## src/design/dcs_regs.svh

```systemverilog
// Register offsets, field positions, reset values for the DMA channel block.
// Assumes a 32-bit classic Wishbone bus with an 8-bit byte address; 16-bit data in low bits.
`ifndef DCS_REGS_SVH
`define DCS_REGS_SVH

// ************************************************************
// Channel register offsets (channel base = channel * stride)
// ************************************************************
`define DCS_CHAN_STRIDE 8'h20
`define DCS_OFS_CTRL 3'h0
`define DCS_OFS_PRIM_HI 3'h1
`define DCS_OFS_PRIM_LO 3'h2
`define DCS_OFS_SEC_HI 3'h3
`define DCS_OFS_SEC_LO 3'h4
`define DCS_OFS_PAD 3'h5
`define DCS_OFS_CNT 3'h6

// ************************************************************
// Shared status offsets (byte addresses)
// ************************************************************
`define DCS_ADR_LAST_HI 8'h80
`define DCS_ADR_LAST_LO 8'h84
`define DCS_ADR_PWC 8'h88
`define DCS_ADR_RQC 8'h8C
`define DCS_ADR_LCA 8'h90
`define DCS_ADR_PPS 8'h94

// ************************************************************
// Control fields and reset values
// ************************************************************
`define DCS_CTRL_ON 0
`define DCS_CTRL_PP 1
`define DCS_CTRL_FORCE 2
`define DCS_LCA_RESET 4'hF
`define DCS_FIFO_DEPTH 16

`endif

```

## src/design/dcs_pkg.sv

```systemverilog
// Types shared by the DMA channel block.
// Assumes nothing beyond a SystemVerilog compiler.
package dcs_pkg;
   // ************************************************************
   // Transfer engine states
   // ************************************************************
   typedef enum logic [1:0] {
      DCS_IDLE = 2'b01,
      DCS_WRITE = 2'b10
   } dcs_state_t;
endpackage

```

## src/design/dcs_dma_channels.sv

```systemverilog
// Four-channel DMA register file with transfer engine and data FIFO.
// Assumes requests and stream data come from logic on the same clock.
`timescale 1ns/1ps
`include "dcs_regs.svh"

// ************************************************************
// Data FIFO
// ************************************************************
module dcs_fifo #(
   parameter int WIDTH = 16,
   parameter int DEPTH = 16
) (
   input wire logic clk,
   input wire logic resetn,
   input wire logic [WIDTH-1:0] inData,
   input wire logic inValid,
   output logic inReady,
   output logic [WIDTH-1:0] outData,
   output logic outValid,
   input wire logic outReady
);
   localparam int AW = $clog2(DEPTH);
   logic [WIDTH-1:0] mem [DEPTH];
   logic [AW-1:0] wrPtr_reg;
   logic [AW-1:0] rdPtr_reg;
   logic [AW:0] count_reg;
   wire push = inValid && inReady;
   wire pop = outValid && outReady;

   // Full and empty from the occupancy count; DEPTH needs AW+1 bits
   assign inReady = (count_reg != (AW+1)'(DEPTH));
   assign outValid = (count_reg != '0);
   assign outData = mem[rdPtr_reg];

   // Storage has no reset; only pointers and count need defined values
   always_ff @(posedge clk) begin
      if (push) begin
         mem[wrPtr_reg] <= inData;
      end
   end

   // Pointers and occupancy
   always_ff @(posedge clk) begin
      if (!resetn) begin
         wrPtr_reg <= '0;
         rdPtr_reg <= '0;
         count_reg <= '0;
      end else begin
         if (push) begin
            wrPtr_reg <= wrPtr_reg + AW'(1);
         end
         if (pop) begin
            rdPtr_reg <= rdPtr_reg + AW'(1);
         end
         if (push && !pop) begin
            count_reg <= count_reg + (AW+1)'(1);
         end else if (pop && !push) begin
            count_reg <= count_reg - (AW+1)'(1);
         end
      end
   end
endmodule

// Function
// - 24-bit primary start address, split high/low
// - 24-bit secondary start address, same split
// - 16-bit read/write peripheral address per channel
// - 14-bit count; block moves count plus one
// - Read-only 24-bit last RAM address accessed
// - Per-channel force/peripheral request collision flags
// - Ping-pong flag: one means secondary selected
// - Force self-clears on completion or disable
// - Ping-pong alternates buffers after each block
// - Four unidirectional channels, block-done interrupt
module dcs_dma_channels
   import dcs_pkg::*;
#(
   parameter int NCH = 4,
   parameter int FIFO_DEPTH = `DCS_FIFO_DEPTH
) (
   input wire logic clk,
   input wire logic resetn,
   input wire logic wb_cyc_i,
   input wire logic wb_stb_i,
   input wire logic wb_we_i,
   input wire logic [7:0] wb_adr_i,
   input wire logic [3:0] wb_sel_i,
   input wire logic [31:0] wb_dat_i,
   output logic [31:0] wb_dat_o,
   output logic wb_ack_o,
   input wire logic [3:0] perReq,
   input wire logic [15:0] perData,
   input wire logic perValid,
   output logic perReady,
   output logic [23:0] ramAddr,
   output logic [15:0] ramData,
   output logic [15:0] periphAddr,
   output logic ramValid,
   input wire logic ramReady,
   output logic [3:0] blockDone
);
   // ************************************************************
   // Channel state
   // ************************************************************
   logic [23:0] primReg [NCH];
   logic [23:0] secReg [NCH];
   logic [15:0] padReg [NCH];
   logic [13:0] cntReg [NCH];
   logic [13:0] idxReg [NCH];
   logic [3:0] onReg;
   logic [3:0] ppModeReg;
   logic [3:0] forceReg;
   logic [3:0] pendReg;
   logic [3:0] pwcReg;
   logic [3:0] rqcReg;
   logic [3:0] ppsReg;
   logic [23:0] lastAddrReg;
   logic [3:0] lastChReg;
   logic [1:0] curChReg;
   logic ackReg;
   logic [31:0] datReg;
   logic [23:0] ramAddrReg;
   logic [15:0] ramDataReg;
   logic [15:0] padOutReg;
   logic [3:0] blockDoneReg;
   dcs_state_t stateReg;

   // Byte-lane merge of a 16-bit register under Wishbone select
   function automatic logic [15:0] merge16(input logic [15:0] old,
                                           input logic [15:0] nw,
                                           input logic [1:0] sel);
      merge16 = {sel[1] ? nw[15:8] : old[15:8], sel[0] ? nw[7:0] : old[7:0]};
   endfunction

   // Fixed priority: lowest channel number wins
   function automatic logic [1:0] pickLow(input logic [3:0] req);
      pickLow = req[0] ? 2'h0 : req[1] ? 2'h1 : req[2] ? 2'h2 : 2'h3;
   endfunction

   // ************************************************************
   // Wishbone decode
   // ************************************************************
   wire busReq = wb_cyc_i && wb_stb_i && !ackReg;
   wire busWr = busReq && wb_we_i;
   wire chanSpace = (wb_adr_i < `DCS_ADR_LAST_HI);
   wire [1:0] adrCh = wb_adr_i[6:5];
   wire [2:0] adrOfs = wb_adr_i[4:2];
   wire [15:0] wrData = wb_dat_i[15:0];
   wire [1:0] wrSel = wb_sel_i[1:0];
   logic [31:0] rdMux;

   // Read selection; unmapped addresses answer zero
   always_comb begin
      rdMux = 32'h0000_0000;
      if (chanSpace && adrOfs == `DCS_OFS_CTRL) begin
         rdMux[2:0] = {forceReg[adrCh], ppModeReg[adrCh], onReg[adrCh]};
      end else if (chanSpace && adrOfs == `DCS_OFS_PRIM_HI) begin
         rdMux[7:0] = primReg[adrCh][23:16];
      end else if (chanSpace && adrOfs == `DCS_OFS_PRIM_LO) begin
         rdMux[15:0] = primReg[adrCh][15:0];
      end else if (chanSpace && adrOfs == `DCS_OFS_SEC_HI) begin
         rdMux[7:0] = secReg[adrCh][23:16];
      end else if (chanSpace && adrOfs == `DCS_OFS_SEC_LO) begin
         rdMux[15:0] = secReg[adrCh][15:0];
      end else if (chanSpace && adrOfs == `DCS_OFS_PAD) begin
         rdMux[15:0] = padReg[adrCh];
      end else if (chanSpace && adrOfs == `DCS_OFS_CNT) begin
         rdMux[13:0] = cntReg[adrCh];
      end else if (wb_adr_i == `DCS_ADR_LAST_HI) begin
         rdMux[7:0] = lastAddrReg[23:16];
      end else if (wb_adr_i == `DCS_ADR_LAST_LO) begin
         rdMux[15:0] = lastAddrReg[15:0];
      end else if (wb_adr_i == `DCS_ADR_PWC) begin
         rdMux[3:0] = pwcReg;
      end else if (wb_adr_i == `DCS_ADR_RQC) begin
         rdMux[3:0] = rqcReg;
      end else if (wb_adr_i == `DCS_ADR_LCA) begin
         rdMux[3:0] = lastChReg;
      end else if (wb_adr_i == `DCS_ADR_PPS) begin
         rdMux[3:0] = ppsReg;
      end
   end

   // One-cycle answer; read data captured with the ack
   always_ff @(posedge clk) begin
      if (!resetn) begin
         ackReg <= 1'b0;
         datReg <= 32'h0000_0000;
      end else begin
         ackReg <= busReq;
         if (busReq && !wb_we_i) begin
            datReg <= rdMux;
         end
      end
   end

   assign wb_ack_o = ackReg;
   assign wb_dat_o = datReg;

   // ************************************************************
   // Transfer engine
   // ************************************************************
   logic [15:0] fifoData;
   logic fifoValid;
   wire [3:0] ready = pendReg & onReg;
   wire [1:0] pickCh = pickLow(ready);
   wire startXfer = (stateReg == DCS_IDLE) && (ready != 4'h0) && fifoValid;
   wire xferDone = (stateReg == DCS_WRITE) && ramReady;
   wire blockEnd = xferDone && (idxReg[curChReg] == cntReg[curChReg]);
   wire [23:0] pickBase = ppsReg[pickCh] ? secReg[pickCh] : primReg[pickCh];
   wire [23:0] pickAddr = pickBase + {10'h000, idxReg[pickCh]};

   // Word is popped when the engine commits to a transfer
   dcs_fifo #(
      .WIDTH(16),
      .DEPTH(FIFO_DEPTH)
   ) dataFifo (
      .clk(clk),
      .resetn(resetn),
      .inData(perData),
      .inValid(perValid),
      .inReady(perReady),
      .outData(fifoData),
      .outValid(fifoValid),
      .outReady(startXfer)
   );

   // Engine sequencing; RAM side may stall by holding ramReady low
   always_ff @(posedge clk) begin
      if (!resetn) begin
         stateReg <= DCS_IDLE;
         curChReg <= 2'h0;
         ramAddrReg <= 24'h00_0000;
         ramDataReg <= 16'h0000;
         padOutReg <= 16'h0000;
         lastAddrReg <= 24'h00_0000;
         lastChReg <= `DCS_LCA_RESET;
         blockDoneReg <= 4'h0;
      end else begin
         blockDoneReg <= 4'h0;
         case (stateReg)
            DCS_IDLE: begin
               if (startXfer) begin
                  stateReg <= DCS_WRITE;
                  curChReg <= pickCh;
                  ramAddrReg <= pickAddr;
                  ramDataReg <= fifoData;
                  padOutReg <= padReg[pickCh];
               end
            end
            DCS_WRITE: begin
               if (ramReady) begin
                  stateReg <= DCS_IDLE;
                  lastAddrReg <= ramAddrReg;
                  lastChReg <= {2'b00, curChReg};
                  if (blockEnd) begin
                     blockDoneReg[curChReg] <= 1'b1;
                  end
               end
            end
            default: begin
               stateReg <= DCS_IDLE;
            end
         endcase
      end
   end

   assign ramAddr = ramAddrReg;
   assign ramData = ramDataReg;
   assign periphAddr = padOutReg;
   assign ramValid = (stateReg == DCS_WRITE);
   assign blockDone = blockDoneReg;

   // ************************************************************
   // Per-channel registers and flags
   // ************************************************************
   always_ff @(posedge clk) begin
      if (!resetn) begin
         for (int c = 0; c < NCH; c++) begin
            primReg[c] <= 24'h00_0000;
            secReg[c] <= 24'h00_0000;
            padReg[c] <= 16'h0000;
            cntReg[c] <= 14'h0000;
            idxReg[c] <= 14'h0000;
         end
         onReg <= 4'h0;
         ppModeReg <= 4'h0;
         forceReg <= 4'h0;
         pendReg <= 4'h0;
         pwcReg <= 4'h0;
         rqcReg <= 4'h0;
         ppsReg <= 4'h0;
      end else begin
         for (int c = 0; c < NCH; c++) begin
            // Service first, then software, then new requests win last
            if (xferDone && curChReg == 2'(c)) begin
               pendReg[c] <= 1'b0;
               forceReg[c] <= 1'b0;
               if (blockEnd) begin
                  idxReg[c] <= 14'h0000;
                  if (ppModeReg[c]) begin
                     ppsReg[c] <= !ppsReg[c];
                  end else begin
                     onReg[c] <= 1'b0;
                  end
               end else begin
                  idxReg[c] <= idxReg[c] + 14'h0001;
               end
            end
            if (busWr && chanSpace && adrCh == 2'(c)) begin
               // Writes to PAD or count while enabled are the user's risk
               if (adrOfs == `DCS_OFS_CTRL && wrSel[0]) begin
                  onReg[c] <= wrData[`DCS_CTRL_ON];
                  ppModeReg[c] <= wrData[`DCS_CTRL_PP];
                  if (!wrData[`DCS_CTRL_ON]) begin
                     forceReg[c] <= 1'b0;
                     pendReg[c] <= 1'b0;
                     idxReg[c] <= 14'h0000;
                     ppsReg[c] <= 1'b0;
                     pwcReg[c] <= 1'b0;
                     rqcReg[c] <= 1'b0;
                  end else if (wrData[`DCS_CTRL_FORCE]) begin
                     forceReg[c] <= 1'b1;
                     pendReg[c] <= 1'b1;
                  end
               end
               if (adrOfs == `DCS_OFS_PRIM_HI && wrSel[0]) begin
                  primReg[c][23:16] <= wrData[7:0];
               end
               if (adrOfs == `DCS_OFS_PRIM_LO) begin
                  primReg[c][15:0] <= merge16(primReg[c][15:0], wrData,
                                              wrSel);
               end
               if (adrOfs == `DCS_OFS_SEC_HI && wrSel[0]) begin
                  secReg[c][23:16] <= wrData[7:0];
               end
               if (adrOfs == `DCS_OFS_SEC_LO) begin
                  secReg[c][15:0] <= merge16(secReg[c][15:0], wrData,
                                             wrSel);
               end
               if (adrOfs == `DCS_OFS_PAD) begin
                  padReg[c] <= merge16(padReg[c], wrData, wrSel);
               end
               if (adrOfs == `DCS_OFS_CNT) begin
                  cntReg[c] <= 14'(merge16({2'b00, cntReg[c]}, wrData,
                                           wrSel));
               end
            end
            // Peripheral requests; set beats every clear above
            if (perReq[c] && onReg[c]) begin
               pendReg[c] <= 1'b1;
               if (forceReg[c]) begin
                  rqcReg[c] <= 1'b1;
               end else if (pendReg[c] &&
                            !(xferDone && curChReg == 2'(c))) begin
                  pwcReg[c] <= 1'b1;
               end
            end
         end
      end
   end
endmodule

```

## config.mk

```make
export PLATFORM = sky130hd
export DESIGN_NAME = dcs_dma_channels
export DESIGN_NICKNAME = d
export VERILOG_FILES = /design/src/design/dcs_pkg.sv /design/src/design/dcs_dma_channels.sv
export VERILOG_INCLUDE_DIRS = /design/src /design/src/design
export SDC_FILE = /design/constraint.sdc
export NUM_CORES = 1
export LEC_CHECK = 0
export ABC_AREA = 1
export BUFFER_PORTS_ARGS = -buffer_cell sky130_fd_sc_hd__buf_2
export CORE_ASPECT_RATIO = 2
export CORE_UTILIZATION = 45
export DETAILED_ROUTE_END_ITERATION = 16
export REMOVE_ABC_BUFFERS = 1
export SYNTH_ARGS = -nofsm -noshare
export SYNTH_HDL_FRONTEND = slang
export SYNTH_HIERARCHICAL = 1
export SYNTH_SLANG_ARGS = --single-unit
export TNS_END_PERCENT = 20
```

## constraint.sdc

```tcl
create_clock -name clk -period 3.2 [get_ports clk]
set_input_delay 0.48 -clock clk [delete_from_list [all_inputs] [get_ports clk]]
set_output_delay 0.48 -clock clk [all_outputs]
set_load 0.05 [all_outputs]
```

==> report_table.html <==
<table>
<tr><th>Metric</th><th>Value</th></tr>
<tr><th colspan="2">Die</th></tr>
<tr><td>Number of rows in the core area</td><td>150</td></tr>
<tr><td>Number of I/O pins</td><td>166</td></tr>
<tr><td>Initial Utilization</td><td>45.6%</td></tr>
<tr><td>Core region area</td><td>0.0837 mm²</td></tr>
<tr><td>Die Width</td><td>208 µm</td></tr>
<tr><td>Die boundary height</td><td>414 µm</td></tr>
<tr><td>Full die area</td><td>0.0860 mm²</td></tr>
<tr><th colspan="2">Timing</th></tr>
<tr><td>Final Worst Setup Slack</td><td>-0.0624 ns</td></tr>
<tr><td>Crit share post-route</td><td>102%</td></tr>
<tr><td>Maximum frequency from static timing analysis</td><td>0.307 GHz</td></tr>
<tr><td>Worst-Margin Slew</td><td>0.888 ns</td></tr>
<tr><td>Worst-case headroom to the max-slew limit</td><td>40.8%</td></tr>
<tr><td>Fin Hold WS</td><td>0.122 ns</td></tr>
<tr><td>Worst clock skew on the final layout</td><td>0.0288 ns</td></tr>
<tr><td>Setup repair after global routing missed its margin</td><td>true</td></tr>
<tr><td>Final count of negative-setup-slack endpoints</td><td>6</td></tr>
<tr><td>Final TNS setup</td><td>-0.134 ns</td></tr>
<tr><td>Final-report max-slew violation count</td><td>0</td></tr>
<tr><td>Min Tclk post-route</td><td>3.26 ns</td></tr>
<tr><td>Final-report hold violation count</td><td>0</td></tr>
<tr><th colspan="2">GRT</th></tr>
<tr><td>Number of global-route vias before repair</td><td>31.9k</td></tr>
<tr><td>Largest net degree at the start of global routing</td><td>129</td></tr>
<tr><td>Tot GR Track Use</td><td>32.7%</td></tr>
<tr><td>Wire length of the first global-routing pass</td><td>203 mm</td></tr>
<tr><td>Total grt overflow</td><td>0</td></tr>
<tr><td>Initial antenna violation count</td><td>5</td></tr>
<tr><th colspan="2">Finish</th></tr>
<tr><td>Layout-stage area growth over the synthesis result</td><td>16.0%</td></tr>
<tr><td>Leading cell type in the layout, fill and taps excluded</td><td>sky130_fd_sc_hd__nand2_1</td></tr>
<tr><td>Registers with the most flip-flops</td><td>dataFifo/mem (256), primReg (96), secReg (96)</td></tr>
<tr><td>Register containing the most flip-flops in the final layout</td><td>dataFifo/mem</td></tr>
<tr><td>Max reg flops</td><td>256</td></tr>
<tr><td>Number of nets in the layout</td><td>4688</td></tr>
<tr><td>Ratio of cells with drive above 1 in the final layout</td><td>14.2%</td></tr>
<tr><td>N_diodes</td><td>0</td></tr>
<tr><td>Total of fill cells in the finished design</td><td>7812</td></tr>
<tr><td>Finished Core Util</td><td>52.9%</td></tr>
<tr><td>Leading cell types in the layout, fill and taps excluded</td><td>sky130_fd_sc_hd__nand2_1 (946), sky130_fd_sc_hd__edfxtp_1 (624), sky130_fd_sc_hd__nor2_1 (601)</td></tr>
<tr><th colspan="2">Detailed routing</th></tr>
<tr><td>Routed wire length</td><td>141 mm</td></tr>
<tr><td>Starting DRT DRC Count</td><td>3062</td></tr>
<tr><td>Number of vias per cell</td><td>5.64</td></tr>
<tr><td>DRC violations left</td><td>0</td></tr>
<tr><td>First-pass DRT Iterations</td><td>6</td></tr>
<tr><td>Routed len/inst</td><td>24.7 µm</td></tr>
<tr><td>Via count</td><td>32.2k</td></tr>
<tr><td>ANT nets after route</td><td>0</td></tr>
<tr><th colspan="2">Yosys</th></tr>
<tr><td>Number of synthesized register bits</td><td>779</td></tr>
<tr><td>Synth Area in Adders</td><td>0.991%</td></tr>
<tr><td>Synth unique cells</td><td>64</td></tr>
<tr><td>Post-Synth Simple-Gate Area</td><td>22.4%</td></tr>
<tr><td>Combinational family with the most area after synthesis</td><td>simple AND/OR/NAND/NOR gates</td></tr>
<tr><td>Sequential cell area fraction in the yosys report</td><td>57.3%</td></tr>
<tr><td>Post-synthesis share of cell area spent on xor and xnor gates</td><td>1.10%</td></tr>
<tr><td>Synth Area in Compound Gates</td><td>10.3%</td></tr>
<tr><td>Count of warnings emitted by yosys</td><td>6</td></tr>
<tr><td>Mean area per synthesized cell</td><td>8.85 µm²</td></tr>
<tr><td>Fraction of synthesized area in multiplexers</td><td>0%</td></tr>
<tr><td>Number of instances in the synthesized netlist</td><td>4312</td></tr>
<tr><td>Post-Synthesis Cell Area</td><td>0.0381 mm²</td></tr>
<tr><th colspan="2">CTS</th></tr>
<tr><td>Maximum clock path buffer count</td><td>3</td></tr>
<tr><td>Hold-fix buffers at CTS</td><td>0</td></tr>
<tr><td>Sink count of the clock tree</td><td>779</td></tr>
<tr><td>Total number of H-tree levels</td><td>3</td></tr>
<tr><td>Number of clock buffers inserted by TritonCTS</td><td>73</td></tr>
<tr><td>Clock tree root driver cell</td><td>sky130_fd_sc_hd__clkbuf_16</td></tr>
<tr><td>Clock input transition at the sequential cells of the worst setup and hold paths</td><td>0.07 ns</td></tr>
<tr><td>Clock latency reported for the late side of the worst-skew pair</td><td>0.67 ns</td></tr>
<tr><td>CTS tree</td><td>done</td></tr>
<tr><th colspan="2">Placed design</th></tr>
<tr><td>Final weighted congestion of routability-driven global placement</td><td>1.07</td></tr>
<tr><td>Worst setup slack before clock tree synthesis</td><td>-0.330 ns</td></tr>
<tr><td>Number of buffers inserted by port buffering</td><td>131</td></tr>
<tr><td>HPWL after detailed placement</td><td>101 mm</td></tr>
<tr><th colspan="2">Setup path</th></tr>
<tr><td>Standard cell with the maximum stage delay on the critical path</td><td>sky130_fd_sc_hd__dfxtp_2</td></tr>
<tr><td>Element type at the critical path end</td><td>flop</td></tr>
<tr><td>Category of cells accounting for the largest share of critical-path delay</td><td>compound AO/OA/AOI/OAI gates</td></tr>
<tr><td>Worst EP arrival</td><td>3.83 ns</td></tr>
<tr><td>Maximum single-stage delay on the critical path</td><td>0.34 ns</td></tr>
<tr><td>Type of origin of the critical path</td><td>flop</td></tr>
<tr><td>Cell-by-cell trace of the critical path</td><td>nand2_4, buf_4, buf_4, a22oi_1, o21ai_1, nand2_1, o21ai_0, ha_1, a21oi_1, a21oi_2, nor2_1, nand2_1, nand4_1, buf_6, nand2_4, xor2_1, o21ai_0, inv_1</td></tr>
<tr><td>Req. time, crit path</td><td>3.77 ns</td></tr>
<tr><td>Combined buffer and inverter count along the critical path</td><td>4</td></tr>
<tr><td>Crit Path Max Fanout</td><td>21</td></tr>
<tr><td>WS Path Type</td><td>reg -&gt; reg</td></tr>
<tr><th colspan="2">Run status</th></tr>
<tr><td>Violations in the final reports</td><td>negative setup slack</td></tr>
<tr><td>Result of the run</td><td>finished, violations left</td></tr>
<tr><th colspan="2">Pwr</th></tr>
<tr><td>Switch share</td><td>24.1%</td></tr>
<tr><td>Worst vdd rail ir drop</td><td>0.501 mV</td></tr>
<tr><td>Overall Power</td><td>0.0222 W</td></tr>
<tr><td>Reported net switching power</td><td>0.00535 W</td></tr>
<tr><td>PwrDens</td><td>501 mW/mm²</td></tr>
<tr><td>Share of power burned in registers</td><td>51.1%</td></tr>
<tr><td>Proportion of power drawn by combinational gates</td><td>7.2%</td></tr>
<tr><td>P_leak</td><td>18.4 nW</td></tr>
<tr><td>Cell Int Power</td><td>0.0168 W</td></tr>
<tr><td>Clock network power share</td><td>41.7%</td></tr>
<tr><th colspan="2">Hold path</th></tr>
<tr><td>Type of the tightest min-delay check</td><td>in -&gt; reg</td></tr>
<tr><th colspan="2">Flow run</th></tr>
<tr><td>Max_cap viols</td><td>0</td></tr>
</table>
cell usage after synthesis, drive strengths merged:
cell     number  area [µm²]
nand2       973        3750
nor2        625        2370
edfxtp      624       18700
inv         487        1830
nand3       364        1850
o21ai       278        1400
dfxtp       155        3100
a21oi       145         741
buf         126         766
clkbuf      107         403
o22ai        92         576
nor3         38         195
xor2         31         272
nand4        30         188
ha           27         338
o211ai       25         188
a22oi        22         165
xnor2        17         149
or2          16         100
o221ai       15         131
a221oi       14         123
a31oi        14        87.6
o31ai        14         105
a2bb2oi      10        87.6
o2111ai      10        87.6
clkinv        8        35.0
a21boi        5        41.3
nor4          5        31.3
a2111o        4        45.0
and3          3        18.8
nor3b         3        22.5
o21bai        3        22.5
o22a          3        26.3
a2111oi       2        17.5
a21o          2        15.0
fa            2        40.0
nand3b        2        15.0
o21a          2        15.0
o2bb2ai       2        17.5
o311ai        2        17.5
o32ai         2        17.5
a211oi        1        7.51
and2          1        8.76
conb          1        3.75
tightest hold or removal path: cells and delay by family:
family                 cells  cell delay [ns]
AOI/OAI and AO/OA          1             0.07
and+or+nand+nor            1             0.05
buffers and inverters      2             0.12
power by group through the flow:
stage	Sequential [W]	Combinational (W)	Clock [W]
after floorplan	0.0115	0.000773	0
after global placement	0.0115	0.00153	0
after detailed placement	0.0115	0.00153	0
after CTS	0.0113	0.00155	0.00936
after global routing	0.0113	0.00169	0.00970
final	0.0113	0.00159	0.00926
cell families (layout without fill, tap and decap cells):
kind of cell    after synthesis  in the layout
xor+xnor                     48             48
simple gates               2060           2062
buf+inv                     728           1048
fa+ha+maj                    29             29
other cells                   1             16
flops                       779            779
compound gates              667            667
layout make-up:
type,instances,area (µm²),share of cell area [%]
tap,1064,1330,3.01
clock inverter,40,477,1.08
timing repair buffer,417,3120,7.04
multi-input combinational,2822,13600,30.7
inverter,495,1870,4.23
clock buffer,96,2040,4.62
sequential,779,21900,49.4
per-stage QoR:
step / cells / area (µm²)
2_1_floorplan: 4094 / 37000
3_3_place_gp: 5568 / 41400
3_5_place_dp: 5568 / 41400
4_1_cts: 5710 / 44100
5_1_grt: 5713 / 44300
6_report: 5713 / 44300
layer usage:
metal  vias up  GRT usage (%)  routed length (µm)
met5         -              0                  72
met4        10           27.5               13200
met3       513           6.25                9100
met2      1453           60.4               73500
met1     15262           31.1               45300
li1      14968              -                   -
final timing paths:
path                            cells past startpoint                        to              startpoint  slack [ns]
worst max-delay path                               18  ramAddr[15]$_SDFFE_PN0P_   pendReg[2]$_SDFF_PN0_       -0.06
worst max register to register                     18  ramAddr[15]$_SDFFE_PN0P_   pendReg[2]$_SDFF_PN0_       -0.06
worst min register to register                      1      pwcReg[3]$_SDFF_PN0_  forceReg[3]$_SDFF_PN0_        0.45
worst min-delay path                                4  stateReg[1]$_SDFFE_PN0P_                ramReady        0.12
timing repair:
action | CTS | global route
endpoints found under the hold margin | 0 | 0
pin swaps | 7 | 12
setup endpoints to repair | 19 | 20
resized for setup | 41 | 35
gates cloned | 1 | 2
setup buffers | 5 | 1
Power figures use the tool's default switching activity.
